**config.mk**
```make
export PLATFORM = sky130hd
export DESIGN_NAME = three_wire_serial_port
export DESIGN_NICKNAME = d
export VERILOG_FILES = /design/src/core/serial_port_pkg.sv /design/src/core/serial_prescale_if.sv /design/src/core/serial_prescaler.sv /design/src/core/three_wire_serial_port.sv
export SDC_FILE = /design/constraint.sdc
export NUM_CORES = 1
export LEC_CHECK = 0
export BUFFER_PORTS_ARGS = -buffer_cell sky130_fd_sc_hd__clkbuf_2
export CORE_MARGIN = 10
export CORE_UTILIZATION = 61
export CTS_CLUSTER_DIAMETER = 50
export DETAILED_ROUTE_END_ITERATION = 6
export PLACE_DENSITY = 0.9
export SYNTH_ARGS = -nofsm -noshare
export SYNTH_HDL_FRONTEND = slang
export SYNTH_HIERARCHICAL = 1
export SYNTH_SLANG_ARGS = --single-unit
```
**constraint.sdc**
```tcl
create_clock -name clk_i -period 4.09 [get_ports clk_i]
set_input_delay 0.6135 -clock clk_i [delete_from_list [all_inputs] [get_ports clk_i]]
set_output_delay 0.6135 -clock clk_i [all_outputs]
set_load 0.01 [all_outputs]
```
**src/core/serial_port_pkg.sv**
```systemverilog
// constants, register map and types of the three-wire serial port
package serial_port_pkg;

  localparam int unsigned MAIN_CLK_HZ = 10_000_000;
  localparam int unsigned ADDR_W = 16;
  localparam int unsigned DATA_W = 8;

  // register byte addresses
  localparam logic [15:0] ADDR_MODE = 16'hffb0;
  localparam logic [15:0] ADDR_CLKSEL = 16'hffb1;
  localparam logic [15:0] ADDR_TXBUF = 16'hffb2;
  localparam logic [15:0] ADDR_SHIFT = 16'hffb3;

  // mode register fields
  localparam int unsigned MODE_EN_BIT = 7;
  localparam int unsigned MODE_TRMD_BIT = 6;
  localparam int unsigned MODE_DIR_BIT = 4;
  localparam int unsigned MODE_ACTIVE_BIT = 0;
  localparam logic [7:0] MODE_RESET = 8'h00;

  // clock select register fields
  localparam int unsigned CLK_CKP_BIT = 4;
  localparam int unsigned CLK_DAP_BIT = 3;
  localparam int unsigned CLK_CKS_LSB = 0;
  localparam int unsigned CKS_W = 3;
  localparam logic [7:0] CLKSEL_RESET = 8'h10;
  localparam logic [2:0] CKS_EXTERNAL = 3'h7;

  // internal serial clock period is 2^(code+2) main clocks,
  // so one half period is 2^(code+1)
  localparam int unsigned DIV_HALF_SHIFT = 1;
  localparam int unsigned PRESCALE_W = 8;

  // one byte is sixteen half periods
  localparam int unsigned BITS_PER_XFER = 8;
  localparam int unsigned HALF_W = 4;
  localparam logic [3:0] HALF_LAST = 4'hf;
  localparam logic [3:0] HALF_ZERO = 4'h0;
  localparam logic [3:0] HALF_ONE = 4'h1;

  localparam logic [7:0] BYTE_ZERO = 8'h00;

  typedef enum logic [0:0] {
    ST_IDLE = 1'b0,
    ST_SHIFT = 1'b1
  } xfer_state_t;

endpackage

```
**src/core/serial_prescale_if.sv**
```systemverilog
// link between transfer engine and serial clock prescaler
interface serial_prescale_if;
  logic run;
  logic [2:0] sel;
  logic tick;

  modport engine (
    output run,
    output sel,
    input tick
  );

  modport gen (
    input run,
    input sel,
    output tick
  );
endinterface

```
**src/core/serial_prescaler.sv**
```systemverilog
// half-period tick generator for the internal serial clock
module serial_prescaler #(
  parameter int unsigned CNT_W = serial_port_pkg::PRESCALE_W
) (
  input wire logic clk_i,
  input wire logic rst_i,
  serial_prescale_if.gen pre
);

  typedef struct packed {
    logic [CNT_W-1:0] cnt;
    logic tick;
  } pre_state_t;

  pre_state_t q_reg;
  pre_state_t q_next;
  logic [CNT_W-1:0] half_m1;

  always_comb begin
    half_m1 = CNT_W'((32'h1 << (32'(pre.sel) +
      serial_port_pkg::DIV_HALF_SHIFT)) - 32'h1);
    q_next = q_reg;
    q_next.tick = 1'b0;
    if (!pre.run) begin
      // restart from zero so each byte begins with a full half period
      q_next.cnt = '0;
    end else if (q_reg.cnt == half_m1) begin
      q_next.cnt = '0;
      q_next.tick = 1'b1;
    end else begin
      q_next.cnt = q_reg.cnt + CNT_W'(1);
    end
  end

  always_ff @(posedge clk_i or posedge rst_i) begin
    if (rst_i) begin
      q_reg <= '0;
    end else begin
      q_reg <= q_next;
    end
  end

  assign pre.tick = q_reg.tick;

endmodule

```
**src/core/three_wire_serial_port.sv**
```systemverilog
// three-wire clocked serial port with register access
// Overview of operation
// RULE1 - enable bit 0 stops all activity and releases the three pins
// RULE2 - transmit/receive mode: writing the transmit buffer starts an 8-bit exchange
// RULE3 - receive-only mode: reading the shift register starts an 8-bit reception
// RULE4 - receive-only mode holds the serial output pin low
// RULE5 - first-bit select: 0 sends and receives MSB first, 1 LSB first
// RULE6 - read-only active flag in mode bit 0, 1 while a transfer runs
// RULE7 - clearing the enable bit clears the active flag, aborting the transfer
// RULE8 - polarity and phase bits pick one of four clock/data types
// RULE9 - clock code 0..6 divides main clock by 4..256, 7 is external
// RULE10 - reset loads mode register 00h and clock select 10h, type 3
// RULE11 - transmit buffer and shift register need no reset value
// RULE12 - shift register serialises the buffer out and collects input bits
// RULE13 - transmit buffer reads and writes; shift register reads
// RULE14 - software leaves both data registers alone while active
// RULE15 - software keeps mode and bit order fixed while active
// RULE16 - software writes clock select only while enabled
// RULE17 - software always writes 0 to mode bit 5
// RULE18 - active flag rises once a transfer has started
// RULE19 - after eight bits: completion pulse, active flag drops
// RULE20 - internal clock drives eight pulses, external clock edges are followed
// RULE21 - clock select holds polarity bit 4, phase bit 3, code bits 2..0
//
// Added by the designer: the strobed register port.
module three_wire_serial_port (
  input wire logic clk_i,
  input wire logic rst_i,
  input wire logic [15:0] addr_i,
  input wire logic [7:0] wdata_i,
  input wire logic wr_i,
  input wire logic rd_i,
  output logic [7:0] rdata_o,
  input wire logic sck_in_i,
  output logic sck_out_o,
  output logic sck_oe_o,
  input wire logic si_i,
  output logic so_o,
  output logic so_oe_o,
  output logic completion_interrupt_o,
  output logic transfer_active_o
);

  typedef struct packed {
    logic sck_s1;
    logic sck_s2;
    logic sck_s3;
    logic si_s1;
    logic si_s2;
    logic operation_enable;
    logic transmit_receive_select;
    logic first_bit_select;
    logic clock_polarity;
    logic data_phase;
    logic [2:0] clock_select;
    logic [7:0] transmit_buffer;
    logic [7:0] shift_reg;
    serial_port_pkg::xfer_state_t state;
    logic [3:0] half_cnt;
    logic rx_bit;
    logic sck_lvl;
    logic so_bit;
    logic sck_oe;
    logic so_oe;
    logic done;
    logic [7:0] rdata;
  } port_state_t;

  localparam port_state_t STATE_RESET = '{
    sck_s1: 1'b0,
    sck_s2: 1'b0,
    sck_s3: 1'b0,
    si_s1: 1'b0,
    si_s2: 1'b0,
    operation_enable: serial_port_pkg::MODE_RESET[
      serial_port_pkg::MODE_EN_BIT],
    transmit_receive_select: serial_port_pkg::MODE_RESET[
      serial_port_pkg::MODE_TRMD_BIT],
    first_bit_select: serial_port_pkg::MODE_RESET[
      serial_port_pkg::MODE_DIR_BIT],
    clock_polarity: serial_port_pkg::CLKSEL_RESET[
      serial_port_pkg::CLK_CKP_BIT],
    data_phase: serial_port_pkg::CLKSEL_RESET[
      serial_port_pkg::CLK_DAP_BIT],
    clock_select: serial_port_pkg::CLKSEL_RESET[
      serial_port_pkg::CLK_CKS_LSB +: serial_port_pkg::CKS_W],
    transmit_buffer: serial_port_pkg::BYTE_ZERO,
    shift_reg: serial_port_pkg::BYTE_ZERO,
    state: serial_port_pkg::ST_IDLE,
    half_cnt: serial_port_pkg::HALF_ZERO,
    rx_bit: 1'b0,
    // idle clock level is the inverse of the polarity bit
    sck_lvl: ~serial_port_pkg::CLKSEL_RESET[
      serial_port_pkg::CLK_CKP_BIT],
    so_bit: 1'b0,
    sck_oe: 1'b0,
    so_oe: 1'b0,
    done: 1'b0,
    rdata: serial_port_pkg::BYTE_ZERO
  };

  port_state_t q_reg;
  port_state_t q_next;

  serial_prescale_if pre ();

  serial_prescaler #(
    .CNT_W(serial_port_pkg::PRESCALE_W)
  ) u_prescaler (
    .clk_i(clk_i),
    .rst_i(rst_i),
    .pre(pre)
  );

  // bit leaving the shift register first, per bit order
  function automatic logic out_bit(input logic [7:0] sr, input logic lsb);
    out_bit = lsb ? sr[0] : sr[7];
  endfunction

  // shift one received bit in at the far end
  function automatic logic [7:0] shift_in(input logic [7:0] sr,
                                          input logic lsb,
                                          input logic b);
    shift_in = lsb ? {b, sr[7:1]} : {sr[6:0], b};
  endfunction

  logic idle_lvl;
  logic ext_clk;
  logic busy;
  logic edge_evt;
  logic edge_lead;
  logic ext_lead;
  logic ext_trail;
  logic start_tx;
  logic start_rx;
  logic [7:0] mode_rd;
  logic [7:0] clksel_rd;

  always_comb begin
    idle_lvl = ~q_reg.clock_polarity; // RULE8
    ext_clk = q_reg.clock_select == serial_port_pkg::CKS_EXTERNAL; // RULE9
    busy = q_reg.state == serial_port_pkg::ST_SHIFT;
    // only the second and third sync stages are compared
    ext_lead = (q_reg.sck_s3 == idle_lvl) && (q_reg.sck_s2 != idle_lvl);
    ext_trail = (q_reg.sck_s3 != idle_lvl) && (q_reg.sck_s2 == idle_lvl);
    // leading and trailing edges must alternate; strays are ignored
    if (ext_clk) begin
      edge_evt = q_reg.half_cnt[0] ? ext_trail : ext_lead; // RULE20
    end else begin
      edge_evt = pre.tick; // RULE20
    end
    edge_lead = ~q_reg.half_cnt[0];

    start_tx = wr_i && (addr_i == serial_port_pkg::ADDR_TXBUF) &&
      q_reg.operation_enable && q_reg.transmit_receive_select &&
      !busy; // RULE2
    start_rx = rd_i && (addr_i == serial_port_pkg::ADDR_SHIFT) &&
      q_reg.operation_enable && !q_reg.transmit_receive_select &&
      !busy; // RULE3

    mode_rd = serial_port_pkg::BYTE_ZERO;
    mode_rd[serial_port_pkg::MODE_EN_BIT] = q_reg.operation_enable;
    mode_rd[serial_port_pkg::MODE_TRMD_BIT] =
      q_reg.transmit_receive_select;
    mode_rd[serial_port_pkg::MODE_DIR_BIT] = q_reg.first_bit_select;
    mode_rd[serial_port_pkg::MODE_ACTIVE_BIT] = busy; // RULE6

    clksel_rd = serial_port_pkg::BYTE_ZERO;
    clksel_rd[serial_port_pkg::CLK_CKP_BIT] = q_reg.clock_polarity;
    clksel_rd[serial_port_pkg::CLK_DAP_BIT] = q_reg.data_phase;
    clksel_rd[serial_port_pkg::CLK_CKS_LSB +: serial_port_pkg::CKS_W] =
      q_reg.clock_select; // RULE21
  end

  always_comb begin
    q_next = q_reg;
    q_next.done = 1'b0;
    q_next.sck_s1 = sck_in_i;
    q_next.sck_s2 = q_reg.sck_s1;
    q_next.sck_s3 = q_reg.sck_s2;
    q_next.si_s1 = si_i;
    q_next.si_s2 = q_reg.si_s1;

    // read data stand for the one cycle after the strobe only
    q_next.rdata = serial_port_pkg::BYTE_ZERO;
    if (rd_i) begin
      unique case (addr_i)
        serial_port_pkg::ADDR_MODE: q_next.rdata = mode_rd;
        serial_port_pkg::ADDR_CLKSEL: q_next.rdata = clksel_rd;
        serial_port_pkg::ADDR_TXBUF: begin
          q_next.rdata = q_reg.transmit_buffer; // RULE13
        end
        serial_port_pkg::ADDR_SHIFT: begin
          q_next.rdata = q_reg.shift_reg; // RULE13
        end
        default: q_next.rdata = serial_port_pkg::BYTE_ZERO;
      endcase
    end

    // transfer engine
    if (busy && edge_evt) begin
      q_next.half_cnt = q_reg.half_cnt + serial_port_pkg::HALF_ONE;
      if (edge_lead) begin
        q_next.sck_lvl = ~idle_lvl;
        if (q_reg.data_phase) begin
          q_next.rx_bit = q_reg.si_s2;
        end else begin
          q_next.so_bit = out_bit(q_reg.shift_reg,
            q_reg.first_bit_select); // RULE12 RULE5
        end
      end else begin
        q_next.sck_lvl = idle_lvl;
        if (q_reg.data_phase) begin
          q_next.shift_reg = shift_in(q_reg.shift_reg,
            q_reg.first_bit_select, q_reg.rx_bit); // RULE12 RULE5
          q_next.so_bit = out_bit(q_next.shift_reg,
            q_reg.first_bit_select);
        end else begin
          q_next.shift_reg = shift_in(q_reg.shift_reg,
            q_reg.first_bit_select, q_reg.si_s2); // RULE12 RULE5
        end
        if (q_reg.half_cnt == serial_port_pkg::HALF_LAST) begin
          q_next.state = serial_port_pkg::ST_IDLE; // RULE19
          q_next.done = 1'b1; // RULE19
          q_next.half_cnt = serial_port_pkg::HALF_ZERO;
        end
      end
    end

    // starts; software leaves the data registers alone during a transfer by contract
    if (start_tx || start_rx) begin
      q_next.state = serial_port_pkg::ST_SHIFT; // RULE18
      q_next.half_cnt = serial_port_pkg::HALF_ZERO;
      q_next.sck_lvl = idle_lvl;
      if (start_tx) begin
        q_next.shift_reg = wdata_i; // RULE12
        // phase type with early data shows the first bit at once
        q_next.so_bit = q_reg.data_phase ?
          out_bit(wdata_i, q_reg.first_bit_select) : q_reg.so_bit;
      end
    end

    if (wr_i) begin
      unique case (addr_i)
        serial_port_pkg::ADDR_MODE: begin
          q_next.operation_enable = wdata_i[serial_port_pkg::MODE_EN_BIT];
          q_next.transmit_receive_select =
            wdata_i[serial_port_pkg::MODE_TRMD_BIT];
          q_next.first_bit_select = wdata_i[serial_port_pkg::MODE_DIR_BIT];
          // bit 0 ignores writes; bit 5 is held at zero
          if (!wdata_i[serial_port_pkg::MODE_EN_BIT]) begin
            q_next.state = serial_port_pkg::ST_IDLE; // RULE7
            q_next.half_cnt = serial_port_pkg::HALF_ZERO; // RULE7
            q_next.done = 1'b0;
          end
        end
        serial_port_pkg::ADDR_CLKSEL: begin
          q_next.clock_polarity = wdata_i[serial_port_pkg::CLK_CKP_BIT];
          q_next.data_phase = wdata_i[serial_port_pkg::CLK_DAP_BIT];
          q_next.clock_select = wdata_i[
            serial_port_pkg::CLK_CKS_LSB +: serial_port_pkg::CKS_W];
        end
        serial_port_pkg::ADDR_TXBUF: begin
          q_next.transmit_buffer = wdata_i; // RULE13
        end
        default: begin
        end
      endcase
    end

    // idle clock follows the selected polarity while not shifting
    if (q_next.state == serial_port_pkg::ST_IDLE) begin
      q_next.sck_lvl = ~q_next.clock_polarity; // RULE8
    end

    // pin ownership follows the latest settings
    q_next.sck_oe = q_next.operation_enable &&
      (q_next.clock_select != serial_port_pkg::CKS_EXTERNAL); // RULE1 RULE9
    q_next.so_oe = q_next.operation_enable; // RULE1
    if (!q_next.transmit_receive_select || !q_next.operation_enable) begin
      q_next.so_bit = 1'b0; // RULE4 RULE1
    end
  end

  assign pre.run = busy && !ext_clk; // RULE20
  assign pre.sel = q_reg.clock_select; // RULE9

  // data registers are cleared for determinism; software may not rely on it
  always_ff @(posedge clk_i or posedge rst_i) begin
    if (rst_i) begin
      q_reg <= STATE_RESET; // RULE10 RULE11
    end else begin
      q_reg <= q_next;
    end
  end

  assign rdata_o = q_reg.rdata;
  assign sck_out_o = q_reg.sck_lvl;
  assign sck_oe_o = q_reg.sck_oe;
  assign so_o = q_reg.so_bit;
  assign so_oe_o = q_reg.so_oe;
  assign completion_interrupt_o = q_reg.done;
  assign transfer_active_o = q_reg.state == serial_port_pkg::ST_SHIFT;

endmodule

```
==> flow_summary_export.csv <==
group,metric,value,unit
run_status,run_status,"completed",
setup_path,crit_cells,7,
placement,pre_cts_ws,1.611,ns
clocking,clkTransAtPathRegs,0.11,ns
pwr,power_switching,0.0003968,W
timing,fmax,392.4,MHz
timing,hold_violations,0,
finish,nets,357,
floorplanning,dieWidth,92.41,um
route,wl_met1,2981,um
timing,timing.final.crit_share,62.31,%
yosys,synth-edff-count,0,
clocking,cts-root-buf,"clkbuf_8",
pwr,irDropWorstVdd,0.0002353,V
yosys,ys.flop_type,"dfrtp_1",
finish,diodes,0,
grt,grt.overflow.total,0,
floorplanning,die-area,8539,um2
route,top_layer_used,"met4",
timing,finalSetupTns,0,ns
placement,routabilityCongestion,0.8844,
finish,final_core_util,67.64,%
route,dr_wl_met3,521,um
yosys,syn-instance-count,294,
route,vias,2346,
pwr,pwr-share-comb,22.4,%
timing,worstMarginPinSlew,0.9463,ns
grt,grt_pass1_wl,11320,um
hold_path,hold_class,"input port to asynchronous set/reset pin",
timing,fin_crit,2.548,ns
finish,layout_commonest_cell,"dfrtp_1",
finish,areaGrowthSynthToFinish,8.020,%
route,dr.pass1.iters,4,
route,wirelength,6708,um
finish,fillCellCount,384,
setup_path,arrival,2.79,ns
pwr,clkPwrFrac,23.0,%
yosys,synth-seq-cells,56,
timing,rsz0062_at_grt,"no",
timing,final_max_slew_viol_count,0,
pwr,power.share.sequential,54.6,%
route,drtIter0Drc,221,
setup_path,critPathLaunchType,"register",
yosys,synth_area,3198,um2
timing,fin_ws,1.542,ns
floorplanning,rows,26,
floorplanning,fp.dieH,92.41,um
finish,drive_above_1_share,31.17,%
setup_path,r2r_start,"pre.sel[0]$_DFF_PP0_",
timing,setup_viol,0,
grt,grt_pass1_vias,2338,
route,drc_errors,0,
timing,slew_headroom,36.82,%
placement,port-buffer-count,43,
route,final_antenna_net_count,0,
floorplanning,initial_core_util,62.62,%
job,cap_violations,0,
floorplanning,io_pins,44,
setup_path,path_class,"register to register",
clocking,cts_setup_buffers,0,
clocking,cts-resized-gates,0,
setup_path,r2r-end,"u_prescaler/pre.tick$_DFF_PP0_",
floorplanning,core-area,5107,um2
timing,finClkSkew,0.01911,ns
clocking,cts_sinks,56,
yosys,synth.distinct_cells,61,
grt,antenna_found_initial,0,
setup_path,end_kind,"register",
setup_path,ff2ff_path_depth,7,
clocking,clk_latency,0.32,ns
route,met2RoutedLength,3135,um
finish,largest_reg_flops,23,
finish,multi_input_area,1634,um2
clocking,ctsHoldBuffers,0,
route,viasPerCell,5.954,
grt,grt_max_degree,48,
finish,regArea,1403,um2
placement,placed_cells,387,
setup_path,reg2reg_slack,1.54,ns
pwr,p_int,0.0008758,W
clocking,cts-buffers-inserted,5,
setup_path,max_stage_delay,0.54,ns
pwr,finalPower,0.001273,W
finish,fin_cells,394,
setup_path,cpLargestDelayFamily,"simple AND/OR/NAND/NOR gates",
setup_path,path_cells,"or3_1, ha_1, nor4bb_1, a21oi_1, xnor2_1, a2111oi_4, and2_1",
yosys,synth_nets,327,
pwr,p_per_area,368.4,nW/um2
pwr,p_leak,1.635,nW
clocking,clockBufferDepth,2,
yosys,ys_warn_count,6,
clocking,htreeDepth,2,
placement,dpl.hpwl,4953,um
route,wl_per_cell,17.03,um
finish,mostFrequentLayoutCells,"dfrtp_1, clkbuf_2, mux2_2, nor2_1, nand2_1",
setup_path,crit_slowest_cell,"dfrtp_1",
yosys,synth-async-reset-ratio,100.0,%
setup_path,crit_fanout,16,
setup_path,required,4.33,ns
pwr,swShare,31.18,%
clocking,cts_tree,"done",
grt,grt_usage,15.93,%
yosys,syn_avg_cell_area,10.88,um2
setup_path,path_buf_inv,0,
yosys,seq_area_frac_synth,43.86,%
## area by class of cell
cell class | instances | share of cell area (%)
flip-flops and latches | 56 | 40.60
clock buffers | 5 | 1.992
multi-input cells | 210 | 47.30
clock inverters | 2 | 0.3622
well taps | 70 | 2.535
inverters | 7 | 0.7606
repair buffers | 44 | 6.447
## synth_stat cells, types with 6 or more instances
cell type | n | area, um2
xor2_1 | 7 | 61.31
nand4_1 | 6 | 37.54
nor2_1 | 30 | 112.6
a21oi_1 | 7 | 35.03
mux2i_1 | 10 | 100.1
buf_4 | 10 | 75.07
inv_1 | 7 | 26.28
nand2_1 | 23 | 86.33
dfrtp_1 | 55 | 1376
mux2_2 | 36 | 405.4
xnor2_1 | 6 | 52.55
nand3_1 | 6 | 30.03
## routing by layer
| layer | GRT usage, % | vias up |
|---|---|---|
| met1 | 21.20 | 1140 |
| met5 | 0 | - |
| li1 | - | 1106 |
| met2 | 24.59 | 93 |
| met3 | 4.681 | 7 |
| met4 | 4.627 | 0 |
## stage by stage
step / hold WS [ns] / cell area [um2]
floorplan: 0.3312 / 3198
global placement: 0.3336 / 3373
detailed placement: 0.3347 / 3373
CTS: 0.2596 / 3455
global route: 0.2721 / 3455
finish: 0.2496 / 3455
## kinds of logic (layout without fill, tap and decap cells)
| kind of cell | Yosys count | after routing | synth area share (%) |
|---|---|---|---|
| compound gates | 35 | 35 | 9.155 |
| xor+xnor | 14 | 14 | 4.069 |
| fa+ha+maj | 3 | 3 | 1.174 |
| buf+inv | 28 | 58 | 5.047 |
| flops | 56 | 56 | 43.86 |
| mux | 51 | 51 | 18.62 |
| other cells | 1 | 1 | 0.1173 |
| simple gates | 106 | 106 | 17.96 |
## power groups by stage
| stage | combinational [W] | sequential, W | clock, W |
|---|---|---|---|
| 3_5_place_dp | 0.000286 | 0.000705 | 0 |
| 3_3_place_gp | 0.000275 | 0.000700 | 0 |
| 4_1_cts | 0.000287 | 0.000694 | 0.000301 |
| 5_1_grt | 0.000324 | 0.000706 | 0.000322 |
| 2_1_floorplan | 0.000247 | 0.000669 | 0 |
| 6_report | 0.000284 | 0.000695 | 0.000293 |
## how the worst max path moves through the flow
stage                              start                             end  slack, ns
finish              pre.sel[0]$_DFF_PP0_  u_prescaler/pre.tick$_DFF_PP0_       1.54
global route        pre.sel[0]$_DFF_PP0_  u_prescaler/q_reg[6]$_DFF_PP0_       1.30
CTS                 pre.sel[0]$_DFF_PP0_  u_prescaler/pre.tick$_DFF_PP0_       1.57
detailed placement  pre.sel[1]$_DFF_PP0_  u_prescaler/q_reg[4]$_DFF_PP0_       1.61
global placement               addr_i[3]            pre.sel[1]$_DFF_PP0_       1.64
floorplan           pre.sel[1]$_DFF_PP0_  u_prescaler/pre.tick$_DFF_PP0_       1.77
(Power assumes the default switching activity.)
